File: src/verilog/irq_seq_pkg.sv
// constants and types shared by the interrupt sequencer and the request arbiter
// Functional notes
// - take request only at instruction boundary
// - stack all registers except index high
// - load winner vector, resume at handler
// - return pulls flags, registers, return address
// - global mask clear and local enable
// - entry sets global mask bit
// - return restores stacked mask bit state
// - reset sets mask until software clears
// - 128 vectors: reset, trap, 126 requests
// - vectors descend by two from top
// - arbiter request served at next boundary
// - arbiter encodes highest priority winner
// - fetched trap blocks others until vectored
// - wait mode wakes on enabled request
// - stop wake only from capable sources
// - serve winner only, others stay pending
// - mask change effective before final cycle
// - mask restored in return's second cycle
package irq_seq_pkg;
	localparam int NUM_VEC = 128;
	localparam int NUM_REQ = 126;
	localparam int CODE_W = 7;
	localparam logic [15:0] VEC_TOP = 16'hfffe;
	localparam logic [15:0] VEC_STEP = 16'h0002;
	localparam logic [6:0] IDX_RESET = 7'h00;
	localparam logic [6:0] IDX_TRAP = 7'h01;
	localparam logic [6:0] IDX_HW_BASE = 7'h02;
	localparam int MASK_BIT = 3;
	localparam logic [15:0] SP_RESET = 16'h00ff;
	localparam logic [2:0] STACK_BYTES = 3'h5;

	typedef enum logic [2:0] {
		ST_IDLE = 3'b000,
		ST_PUSH = 3'b001,
		ST_VEC_HI = 3'b010,
		ST_VEC_LO = 3'b011,
		ST_VEC_END = 3'b100,
		ST_PULL = 3'b101,
		ST_WAIT = 3'b110,
		ST_STOP = 3'b111
	} seq_state_t;

	function automatic logic [15:0] vec_addr(input logic [6:0] idx);
		vec_addr = VEC_TOP - VEC_STEP * {9'h000, idx};
	endfunction
endpackage

File: src/verilog/irq_link_if.sv
// link between core interrupt sequencer and system integration arbiter
`timescale 1ns/100ps
interface irq_link_if;
	logic req_valid;
	logic [irq_seq_pkg::CODE_W-1:0] req_code;
	logic stop_wake;
	logic take;
	logic [irq_seq_pkg::CODE_W-1:0] take_code;
	logic in_wait;
	logic in_stop;

	modport core_end (
		input req_valid, req_code, stop_wake,
		output take, take_code, in_wait, in_stop
	);
	modport sim_end (
		output req_valid, req_code, stop_wake,
		input take, take_code, in_wait, in_stop
	);
endinterface

File: src/verilog/irq_core_seq.sv
// core-side interrupt entry, vector fetch, return and low-power sequencer
`timescale 1ns/100ps
module irq_core_seq
	import irq_seq_pkg::*;
(
	input wire logic mclk, // core clock
	input wire logic rst, // synchronous reset, high
	irq_link_if.core_end link, // arbiter link
	input wire logic instr_done, // current instruction completes
	input wire logic trap_fetched, // software trap opcode fetched
	input wire logic return_exec, // return from handler decoded
	input wire logic wait_exec, // wait instruction executed
	input wire logic stop_exec, // stop instruction executed
	input wire logic mask_wr, // clear/set mask or flags transfer
	input wire logic mask_wr_val, // new mask value
	input wire logic [15:0] pc_cur, // return address to stack
	input wire logic [7:0] acc_cur, // accumulator
	input wire logic [7:0] x_cur, // index low byte
	input wire logic [7:0] ccr_cur, // condition flags
	input wire logic [15:0] sp_cur, // stack pointer
	input wire logic [7:0] mem_rdata, // read data, one cycle after read
	output logic [15:0] mem_addr, // memory address
	output logic [7:0] mem_wdata, // memory write data
	output logic mem_we, // write strobe
	output logic mem_re, // read strobe
	output logic [15:0] pc_new, // new program counter
	output logic pc_load, // load pc_new and sp_new
	output logic [15:0] sp_new, // new stack pointer
	output logic [7:0] acc_new, // restored accumulator
	output logic [7:0] x_new, // restored index low
	output logic [7:0] ccr_new, // restored flags
	output logic regs_load, // load restored registers
	output logic mask, // global interrupt mask
	output logic core_hold, // stall instruction flow
	output logic core_clk_run, // core clock enable
	output logic sys_clk_run // system clock enable
);
	typedef struct packed {
		seq_state_t st;
		logic [2:0] step;
		logic [6:0] idx;
		logic mask;
		logic lock;
		logic [15:0] sp;
		logic [15:0] pc;
		logic [7:0] acc;
		logic [7:0] x;
		logic [7:0] condition_flags_reg;
		logic [15:0] addr;
		logic [7:0] wdata;
		logic we;
		logic re;
		logic take;
		logic pc_load;
		logic regs_load;
	} core_st_t;

	// reset enters the vector fetch of slot zero with the mask set
	localparam core_st_t RESET_ST = '{st: ST_VEC_HI, step: 3'h0, idx: IDX_RESET,
		mask: 1'b1, lock: 1'b0, sp: SP_RESET, pc: 16'h0000, acc: 8'h00, x: 8'h00,
		condition_flags_reg: 8'h00, addr: 16'h0000, wdata: 8'h00, we: 1'b0, re: 1'b0, take: 1'b0,
		pc_load: 1'b0, regs_load: 1'b0};

	core_st_t s_q;
	core_st_t s_d;
	logic start;
	logic [6:0] start_idx;
	logic hw_ok;

	// request admission and entry start
	always_comb
	begin
		hw_ok = link.req_valid && !s_q.mask;
		start = 1'b0;
		start_idx = IDX_TRAP;
		unique case (s_q.st)
			ST_IDLE:
				if (instr_done && !return_exec)
				begin
					if (s_q.lock)
						start = 1'b1;
					else if (hw_ok)
					begin
						start = 1'b1;
						start_idx = IDX_HW_BASE + link.req_code;
					end
				end
			ST_WAIT:
				if (hw_ok)
				begin
					start = 1'b1;
					start_idx = IDX_HW_BASE + link.req_code;
				end
			ST_STOP:
				if (link.stop_wake && hw_ok)
				begin
					start = 1'b1;
					start_idx = IDX_HW_BASE + link.req_code;
				end
			ST_PUSH, ST_VEC_HI, ST_VEC_LO, ST_VEC_END, ST_PULL:
				start = 1'b0;
		endcase
	end

	// sequencer next state
	always_comb
	begin
		s_d = s_q;
		s_d.we = 1'b0;
		s_d.re = 1'b0;
		s_d.take = 1'b0;
		s_d.pc_load = 1'b0;
		s_d.regs_load = 1'b0;
		if (trap_fetched)
			s_d.lock = 1'b1;
		unique case (s_q.st)
			ST_IDLE:
			begin
				// software mask writes land at once
				if (mask_wr)
					s_d.mask = mask_wr_val;
				if (return_exec)
				begin
					s_d.st = ST_PULL;
					s_d.step = 3'h0;
					s_d.sp = sp_cur + 16'h0001;
					s_d.addr = sp_cur + 16'h0001;
					s_d.re = 1'b1;
				end
				else if (wait_exec)
				begin
					s_d.st = ST_WAIT;
					s_d.mask = 1'b0;
				end
				else if (stop_exec)
				begin
					s_d.st = ST_STOP;
					s_d.mask = 1'b0;
				end
			end
			// stack pc low, pc high, x, acc, flags
			ST_PUSH:
			begin
				s_d.addr = s_q.sp;
				s_d.we = 1'b1;
				unique case (s_q.step)
					3'h0: s_d.wdata = s_q.pc[7:0];
					3'h1: s_d.wdata = s_q.pc[15:8];
					3'h2: s_d.wdata = s_q.x;
					3'h3: s_d.wdata = s_q.acc;
					default: s_d.wdata = s_q.condition_flags_reg;
				endcase
				s_d.sp = s_q.sp - 16'h0001;
				s_d.step = s_q.step + 3'h1;
				if (s_q.step == STACK_BYTES - 3'h1)
					s_d.st = ST_VEC_HI;
			end
			ST_VEC_HI:
			begin
				s_d.addr = vec_addr(s_q.idx);
				s_d.re = 1'b1;
				s_d.st = ST_VEC_LO;
			end
			ST_VEC_LO:
			begin
				s_d.addr = s_q.addr + 16'h0001;
				s_d.re = 1'b1;
				s_d.step = 3'h0;
				s_d.st = ST_VEC_END;
			end
			// load handler address; data trails its strobe by a cycle
			ST_VEC_END:
			begin
				s_d.step = 3'h1;
				if (s_q.step == 3'h0)
					s_d.pc[15:8] = mem_rdata;
				else
				begin
					s_d.pc[7:0] = mem_rdata;
					s_d.pc_load = 1'b1;
					s_d.st = ST_IDLE;
					// trap lock ends with its vector
					if (s_q.idx == IDX_TRAP)
						s_d.lock = trap_fetched;
				end
			end
			// pull flags, acc, x, pc high, pc low
			ST_PULL:
			begin
				s_d.step = s_q.step + 3'h1;
				if (s_q.step < STACK_BYTES - 3'h1)
				begin
					s_d.addr = s_q.addr + 16'h0001;
					s_d.re = 1'b1;
				end
				unique case (s_q.step)
					3'h0: s_d.condition_flags_reg = s_q.condition_flags_reg;
					3'h1:
					begin
						s_d.condition_flags_reg = mem_rdata;
						s_d.mask = mem_rdata[MASK_BIT];
					end
					3'h2: s_d.acc = mem_rdata;
					3'h3: s_d.x = mem_rdata;
					3'h4: s_d.pc[15:8] = mem_rdata;
					default:
					begin
						s_d.pc[7:0] = mem_rdata;
						s_d.sp = s_q.addr;
						s_d.pc_load = 1'b1;
						s_d.regs_load = 1'b1;
						s_d.st = ST_IDLE;
					end
				endcase
			end
			ST_WAIT, ST_STOP:
				s_d.st = s_q.st;
		endcase
		// snapshot registers and raise mask on entry
		if (start)
		begin
			s_d.st = ST_PUSH;
			s_d.step = 3'h0;
			s_d.idx = start_idx;
			s_d.sp = sp_cur;
			s_d.pc = pc_cur;
			s_d.acc = acc_cur;
			s_d.x = x_cur;
			// flags stacked with the mask as it stood before entry
			s_d.condition_flags_reg = ccr_cur;
			s_d.condition_flags_reg[MASK_BIT] = s_q.mask;
			s_d.mask = 1'b1;
			s_d.take = (start_idx != IDX_TRAP);
		end
	end

	// state register; reset forces mask set
	always_ff @(posedge mclk)
	begin
		if (rst)
			s_q <= RESET_ST;
		else
			s_q <= s_d;
	end

	// outputs
	assign mem_addr = s_q.addr;
	assign mem_wdata = s_q.wdata;
	assign mem_we = s_q.we;
	assign mem_re = s_q.re;
	assign pc_new = s_q.pc;
	assign pc_load = s_q.pc_load;
	assign sp_new = s_q.sp;
	assign acc_new = s_q.acc;
	assign x_new = s_q.x;
	assign ccr_new = s_q.condition_flags_reg;
	assign regs_load = s_q.regs_load;
	assign mask = s_q.mask;
	// core stalls whenever the sequencer owns the bus or sleeps
	assign core_hold = (s_q.st != ST_IDLE);
	assign core_clk_run = (s_q.st != ST_WAIT) && (s_q.st != ST_STOP);
	assign sys_clk_run = (s_q.st != ST_STOP);
	assign link.take = s_q.take;
	assign link.take_code = s_q.idx - IDX_HW_BASE;
	assign link.in_wait = (s_q.st == ST_WAIT);
	assign link.in_stop = (s_q.st == ST_STOP);
endmodule

File: src/flat_wrapper.sv
// flat-port wrapper written by rule: the top's interface ports become plain ports
module irq_core_seq_flat import irq_seq_pkg::*;
  (mclk, rst, instr_done, trap_fetched, return_exec, wait_exec, stop_exec, mask_wr, mask_wr_val, pc_cur, acc_cur, x_cur, ccr_cur, sp_cur, mem_rdata, mem_addr, mem_wdata, mem_we, mem_re, pc_new, pc_load, sp_new, acc_new, x_new, ccr_new, regs_load, mask, core_hold, core_clk_run, sys_clk_run, link_req_valid, link_req_code, link_stop_wake, link_take, link_take_code, link_in_wait, link_in_stop);
  irq_link_if link_i ();
  input wire logic mclk;
  input wire logic rst;
  input wire logic instr_done;
  input wire logic trap_fetched;
  input wire logic return_exec;
  input wire logic wait_exec;
  input wire logic stop_exec;
  input wire logic mask_wr;
  input wire logic mask_wr_val;
  input wire logic [15:0] pc_cur;
  input wire logic [7:0] acc_cur;
  input wire logic [7:0] x_cur;
  input wire logic [7:0] ccr_cur;
  input wire logic [15:0] sp_cur;
  input wire logic [7:0] mem_rdata;
  output logic [15:0] mem_addr;
  output logic [7:0] mem_wdata;
  output logic mem_we;
  output logic mem_re;
  output logic [15:0] pc_new;
  output logic pc_load;
  output logic [15:0] sp_new;
  output logic [7:0] acc_new;
  output logic [7:0] x_new;
  output logic [7:0] ccr_new;
  output logic regs_load;
  output logic mask;
  output logic core_hold;
  output logic core_clk_run;
  output logic sys_clk_run;
  input wire logic [$bits(link_i.req_valid)-1:0] link_req_valid;
  input wire logic [$bits(link_i.req_code)-1:0] link_req_code;
  input wire logic [$bits(link_i.stop_wake)-1:0] link_stop_wake;
  output wire logic [$bits(link_i.take)-1:0] link_take;
  output wire logic [$bits(link_i.take_code)-1:0] link_take_code;
  output wire logic [$bits(link_i.in_wait)-1:0] link_in_wait;
  output wire logic [$bits(link_i.in_stop)-1:0] link_in_stop;
  assign link_i.req_valid = link_req_valid;
  assign link_i.req_code = link_req_code;
  assign link_i.stop_wake = link_stop_wake;
  assign link_take = link_i.take;
  assign link_take_code = link_i.take_code;
  assign link_in_wait = link_i.in_wait;
  assign link_in_stop = link_i.in_stop;
  irq_core_seq u_core (.mclk(mclk), .rst(rst), .link(link_i), .instr_done(instr_done), .trap_fetched(trap_fetched), .return_exec(return_exec), .wait_exec(wait_exec), .stop_exec(stop_exec), .mask_wr(mask_wr), .mask_wr_val(mask_wr_val), .pc_cur(pc_cur), .acc_cur(acc_cur), .x_cur(x_cur), .ccr_cur(ccr_cur), .sp_cur(sp_cur), .mem_rdata(mem_rdata), .mem_addr(mem_addr), .mem_wdata(mem_wdata), .mem_we(mem_we), .mem_re(mem_re), .pc_new(pc_new), .pc_load(pc_load), .sp_new(sp_new), .acc_new(acc_new), .x_new(x_new), .ccr_new(ccr_new), .regs_load(regs_load), .mask(mask), .core_hold(core_hold), .core_clk_run(core_clk_run), .sys_clk_run(sys_clk_run));
endmodule
File: config.mk
export PLATFORM = sky130hd
export DESIGN_NAME = irq_core_seq_flat
export DESIGN_NICKNAME = d
export VERILOG_FILES = /design/src/verilog/irq_seq_pkg.sv /design/src/verilog/irq_link_if.sv /design/src/verilog/irq_core_seq.sv /design/src/flat_wrapper.sv
export SDC_FILE = /design/constraint.sdc
export NUM_CORES = 1
export LEC_CHECK = 0
export BUFFER_PORTS_ARGS = -buffer_cell sky130_fd_sc_hd__clkbuf_2
export CAP_MARGIN = 20
export CORE_ASPECT_RATIO = 2
export CORE_UTILIZATION = 45
export DETAILED_ROUTE_END_ITERATION = 8
export PLACE_DENSITY = 0.69
export SYNTH_ARGS = -nofsm -noshare
export SYNTH_HDL_FRONTEND = slang
export SYNTH_SLANG_ARGS = --single-unit
File: constraint.sdc
create_clock -name mclk -period 3.4 [get_ports mclk]
set_clock_uncertainty 0.15 [all_clocks]
set_input_delay 0.51 -clock mclk [delete_from_list [all_inputs] [get_ports mclk]]
set_output_delay 0.51 -clock mclk [all_outputs]
set_load 0.005 [all_outputs]
==> results of run 1 <==
## placed cells by master, fill, tap and decap left out, types with 17 or more instances in the layout
master	count
a211oi_1	23
dfxtp_1	100
nand2_1	74
a21oi_1	45
nor3_1	24
clkbuf_2	177
nor2_1	105
inv_1	30
mux2i_1	26
a311oi_2	24
o21ai_0	26
nand3_1	55
buf_4	35
xor2_1	17
xnor2_1	17
## critical path, delay by kind of cell (launching register included)
family / cells / cell delay [ps]
buf+inv: 2 / 290
flops: 1 / 860
simple gates: 2 / 580
## flip-flops by register name, summed over array words and instances, names as in the netlist
register          flops
u_core.mem_addr      16
u_core.pc_new        16
u_core.sp_new        16
u_core.s_q           14
u_core.acc_new        8
u_core.ccr_new        8
u_core.mem_wdata      8
u_core.x_new          8
u_core.link.take      1
u_core.mask           1
u_core.mem_re         1
u_core.mem_we         1
u_core.pc_load        1
u_core.regs_load      1
## per-stage QoR
step | hold slack [ps] | cells
CTS | 218.4 | 1214
finish | 222.3 | 1214
global placement | 320.6 | 1198
floorplan | 304.7 | 931
global route | 231.6 | 1214
detailed placement | 326.5 | 1198
## kinds of logic after synthesis
| kind of cell | count (synthesis) | synth area share [%] |
|---|---|---|
| compound gates | 247 | 26.73 |
| xor+xnor | 34 | 4.039 |
| fa+ha+maj | 10 | 1.697 |
| buf+inv | 179 | 14.51 |
| flops | 100 | 27.15 |
| mux | 28 | 3.835 |
| simple gates | 333 | 22.04 |
## final cells by class
| cell class | count | area (um^2) | share of cell area [%] |
|---|---|---|---|
| Clock inverter | 7 | 60.06 | 0.7366 |
| Clock buffer | 9 | 225.2 | 2.762 |
| Timing Repair Buffer | 214 | 1189 | 14.58 |
| Multi-Input combinational cell | 652 | 4309 | 52.85 |
| Inverter | 31 | 116.4 | 1.427 |
| Tap cell | 201 | 251.5 | 3.085 |
| Sequential cell | 100 | 2002 | 24.55 |
## worst max path at each step
stage,to,depth (start not counted)
detailed placement,u_core.sp_new[15]$_SDFFE_PP0P_,6
CTS,link_in_wait,4
global placement,u_core.sp_new[15]$_SDFFE_PP0P_,6
global route,link_in_wait,4
floorplan,u_core.pc_new[0]$_SDFFE_PP0P_,10
finish,link_in_wait,4
## per-layer routing
| layer | up-vias | share of wire (%) |
|---|---|---|
| met5 | - | 0 |
| met3 | 141 | 4.9 |
| li1 | 3499 | - |
| met1 | 3567 | 33 |
| met2 | 390 | 52 |
| met4 | 0 | 9.6 |
## power by group
group / total [W] / switching (W) / internal, W
sequential: 0.00182 / 0.000432 / 0.00139
clock: 0.00102 / 0.000514 / 0.000510
combinational: 0.00240 / 0.00144 / 0.000954
==> qor.csv, run 1 <==
metric,value,unit
status,"complete, no violations",
ant_nets,0,
cts_tree,yes,
syn_avg_cell_area,7.920,um^2
dp_hpwl,20330,um
setup_slack,657.7,ps
startpoint,u_core.s_q[98]$_SDFFE_PP1P_,
r2r_slack,690,ps
cts_hold_buf,0,
grt_util_all_layers,31.28,%
final_area,8153,um^2
startpoint_type,flop,
gp_congestion,0.9692,
r2r_start,u_core.s_q[98]$_SDFFE_PP1P_,
die_w,92.51,um
slowest_stage,dfxtp_1,
first_pass_iters,8,
setup_tns,0,ps
antenna_found_initial,0,
rsz0062_at_grt,false,
synth_nets,1023,
netlist_area,7373,um^2
grt_pass1_vias,7466,
yosysUniqueCellTypes,81,
timing.rr.end,u_core.sp_new[15]$_SDFFE_PP0P_,
cp_max_fo,16,
worstPathRequired,2740,ps
synth_largest_area_cell,dfxtp_1,
p_total,0.005242,W
busiest_layer,met2,
period_share,80.66,%
post-route-util,51.41,%
min_path_cells,3,
pin_count,180,
synth-seq-area-share,27.15,%
met1_usage,30.82,%
cts-root-buf,clkbuf_16,
endpoint_kind,primary output,
start_util,46.49,%
diodes,0,
worst_slew_pin_slew,824.7,ps
core_area,15860,um^2
worstPathCellList,and2_1 > inv_1 > nor2_1 > clkbuf_2,
numPortBuffers,178,
cts.sinks,100,
ff2ff_path_depth,6,
n_fill_cell,1631,
fp.dieH,183.0,um
max-vdd-ir-drop,0.0003210,V
hold_viol_final,0,
num_rows,65,
synth_ff_type,dfxtp_1,
drt-total-wl,26410,um
period_minus_slack,2742,ps
clk_pin_slew_worst_paths,80,ps
post_cts_buffers,0,
clkLatencyLatePin,360,ps
synth.area.top_cells,"dfxtp_1 (27%), buf_4 (8.6%), nor2_1 (5.3%)",
syn_to_final_growth,10.57,%
cts.repair.resized,0,
grt_max_degree,57,
numCtsBuffers,9,
cts_buffer_depth,2,
synthArstFlopShare,0,%
clock.fmax,364.7,MHz
synth_edf_count,0,
max_cap_violations,0,
drtIter0Drc,469,
grt_use_met2,56.03,%
hold_class,input port to flop,
grt_pass1_wl,40390,um
syn_inst,931,
slew_headroom,44.94,%
ys.warnings.count,0,
finalSetupViolCount,0,
dieArea,16930,um^2
num_vias,7597,
grt.overflow.total,0,
hold_end,u_core.s_q[85]$_SDFF_PP0_,
final_nets,1100,
arrival,2080,ps
avgViaCountPerCell,6.258,
min-delay-start,trap_fetched,
cpPeakStageDelay,860,ps
slew_viol_final,0,
drive_gt1_share,28.33,%
post_dp_cell_area,7868,um^2
place_ws,747.5,ps
power_density,643.0,nW/um^2
synth.top_cell.area_share,27.15,%
synth_common_cells,"nor2_1 (105), dfxtp_1 (100), buf_4 (84)",
routedWlPerCell,21.76,um
crit_type,flop to primary output,
p_leak,3.283,nW
h-tree-depth,3,
drc,0,
yosysMostFrequentCell,nor2_1,
ys_ff_latch,100,
met3_usage,3.400,%
Power figures use the tool's default switching activity.
==> run 2, diff against run 1 <==
Settings changed: ABC_AREA from default to 1, PLACE_DENSITY 0.69 to 0.72.
Clock period 3.4 ns to 2.23 ns, I/O delays scaled along.
==> qor.csv, run 2 <==
metric,value,unit,change
status,"complete, no violations",,
final_common_cell,nand2_1,,
drt-total-wl,24900,um,-5.7%
yosysUniqueCellTypes,41,,-49%
numCtsBuffers,9,,unchanged
clk_pin_slew_worst_paths,70,ps,about the same
cts_tree,yes,,
numPortBuffers,178,,unchanged
crit_type,flop to primary output,,
synth_common_cells,"nand2_1 (323), inv_1 (142), nor2_1 (124)",,
ys.warnings.count,0,,unchanged
slew_headroom,68.77,%,+24 points
syn_inst,1190,,+28%
grt_util_all_layers,29.74,%,-1.5 points
synth-seq-area-share,26.89,%,-0.26 points
synth_largest_area_cell,dfxtp_1,,
synth_ff_type,dfxtp_1,,
setup_tns,0,ps,unchanged
rsz0062_at_grt,false,,
num_rows,66,,+1.5%
worst_slew_pin_slew,468.0,ps,-356.8 ps
clock.fmax,482.7,MHz,
post-route-util,51.67,%,+0.26 points
n_fill_cell,1748,,+7.2%
fp.dieH,183.9,um,+0.48%
grt.overflow.total,0,,unchanged
routedWlPerCell,16.52,um,-24%
synthMuxAreaShare,0,%,-3.8 points
p_leak,4.191,nW,+28%
ant_nets,0,,unchanged
pin_count,180,,unchanged
cts-root-buf,clkbuf_16,,
netlist_area,7445,um^2,+0.97%
synth_edf_count,0,,unchanged
grt_use_met2,58.03,%,+2.0 points
syn_to_final_growth,12.34,%,
avgViaCountPerCell,5.388,,-14%
clkLatencyLatePin,350,ps,about the same
seqCellArea,2004,um^2,+0.12%
drtIter0Drc,417,,-11%
synth_top_family_by_area,simple AND/OR/NAND/NOR gates,,
synth.top_cell.area_share,26.89,%,-0.26 points
grt_max_degree,51,,-11%
cts.sinks,100,,unchanged
post_cts_buffers,0,,unchanged
cts_buffer_depth,2,,unchanged
power_density,1008,nW/um^2,+57%
max-vdd-ir-drop,0.0005228,V,+63%
yosysMostFrequentCell,nand2_1,,
startpoint_type,flop,,
busiest_layer,met2,,
grt_pass1_wl,39300,um,-2.7%
cp_max_fo,4,,-12
synth.area.top_cells,"dfxtp_1 (27%), nand2_1 (16%), buf_4 (8.6%)",,
die_w,92.95,um,+0.48%
period_minus_slack,2072,ps,
finalSetupViolCount,0,,unchanged
num_vias,8120,,+6.9%
endpoint_kind,primary output,,
period_share,92.90,%,
start_util,46.00,%,-0.50 points
multiInputGateArea,4038,um^2,-6.3%
synth_fa_ha_area_share,1.681,%,-0.016 points
first_pass_iters,6,,-2
max_cap_violations,0,,unchanged
final_cell_mix,"nand2_1 (322), clkbuf_2 (178), inv_1 (142), nor2_1 (124), dfxtp_1 (98)",,
slew_viol_final,0,,unchanged
synthArstFlopShare,0,%,unchanged
arrival,1590,ps,-490 ps
antenna_found_initial,0,,unchanged
synth_xor_area_share,1.882,%,-2.2 points
final_nets,1391,,+26%
drive_gt1_share,21.34,%,-7.0 points
hold_viol_final,0,,unchanged
drc,0,,unchanged
ys_ff_latch,100,,unchanged
synth_compound_area_share,15.04,%,-12 points
met3_usage,3.722,%,+0.32 points
syn_avg_cell_area,6.256,um^2,-21%
worstPathRequired,1750,ps,-990 ps
hold_class,input port to flop,,
dieArea,17090,um^2,+0.96%
core_area,16190,um^2,+2.1%
yosys.area_share.simple,35.53,%,+13 points
met1_usage,28.17,%,-2.7 points
h-tree-depth,3,,unchanged
dp_hpwl,20130,um,-0.96%
synth_nets,1282,,+25%
grt_pass1_vias,7857,,+5.2%
gp_congestion,0.9214,,-4.9%
diodes,0,,unchanged
-- run 2: changes by cell type in the layout (fill, tap and decap cells not counted), moves of 19 or more --
cell,delta
a311oi_2,-24
mux2i_1,-26
inv_1,+112
nand2_1,+248
o21ai_0,+41
a211oi_1,-23
nor2_1,+19
nand3_1,+38
-- run 2: layer usage --
metal,vias up,share of wire (%),routed length [um]
met1,3693,33,8261
met4,0,6.5,1617
li1,3971,-,-
met2,347,55,13690
met3,109,5.4,1336
met5,-,0,0
-- run 2: area by class of cell --
type | instances | area share (%)
well taps | 204 | 3.052
inverters | 154 | 7.032
repair buffers | 215 | 14.42
multi-input cells | 819 | 48.28
clock buffers | 9 | 2.693
clock inverters | 6 | 0.5536
flip-flops and latches | 100 | 23.97
-- run 2: what timing repair did --
| item | in CTS | in global routing |
|---|---|---|
| gates resized for setup | 0 | 5 |
| setup endpoints to repair | 0 | 21 |
| hold buffers | 0 | 0 |
-- run 2: cells by family after synthesis --
logic type | count (synthesis)
AOI/OAI and AO/OA | 188
buffers and inverters | 271
DFF | 100
adders and majority gates | 10
xor gates and xnor gates | 16
and+or+nand+nor | 605
-- run 2: final timing paths --
path,from,endpoint,slack [ps],depth (start not counted)
setup / recovery,u_core.s_q[88]$_SDFFE_PP0P_,link_take_code[6],160,5
hold / removal,trap_fetched,u_core.s_q[85]$_SDFF_PP0_,40,3
setup reg to reg,u_core.s_q[97]$_SDFFE_PP0P_,u_core.s_q[91]$_SDFFE_PP0P_,180,9
hold reg to reg,u_core.pc_new[7]$_SDFFE_PP0P_,u_core.pc_new[7]$_SDFFE_PP0P_,350,2
-- run 2: through the flow --
step / total power (W) / cells / setup slack (ps) / hold slack [ps] / cell area [um^2]
floorplan: 0.005863 / 1190 / 265.9 / 305.2 / 7445
CTS: 0.008411 / 1507 / 73.37 / 44.43 / 8352
global route: 0.009072 / 1507 / 18.57 / 65.82 / 8363
detailed placement: 0.006890 / 1492 / 84.72 / 338.1 / 8080
finish: 0.008428 / 1507 / 158.4 / 44.32 / 8363
global placement: 0.006837 / 1492 / 144.9 / 333.0 / 8080
-- run 2: report_power, final --
part | internal, W | switching, W
Sequential | 0.00222 | 0.000534
Clock | 0.000763 | 0.000761
Combinational | 0.00148 | 0.00267
-- run 2: worst max-delay path: stages (launching register included) --
cell and delay [ps]:
dfxtp_1 330, inv_1 140, nand3_1 130, nor3_1 320, xor2_1 190, clkbuf_2 130
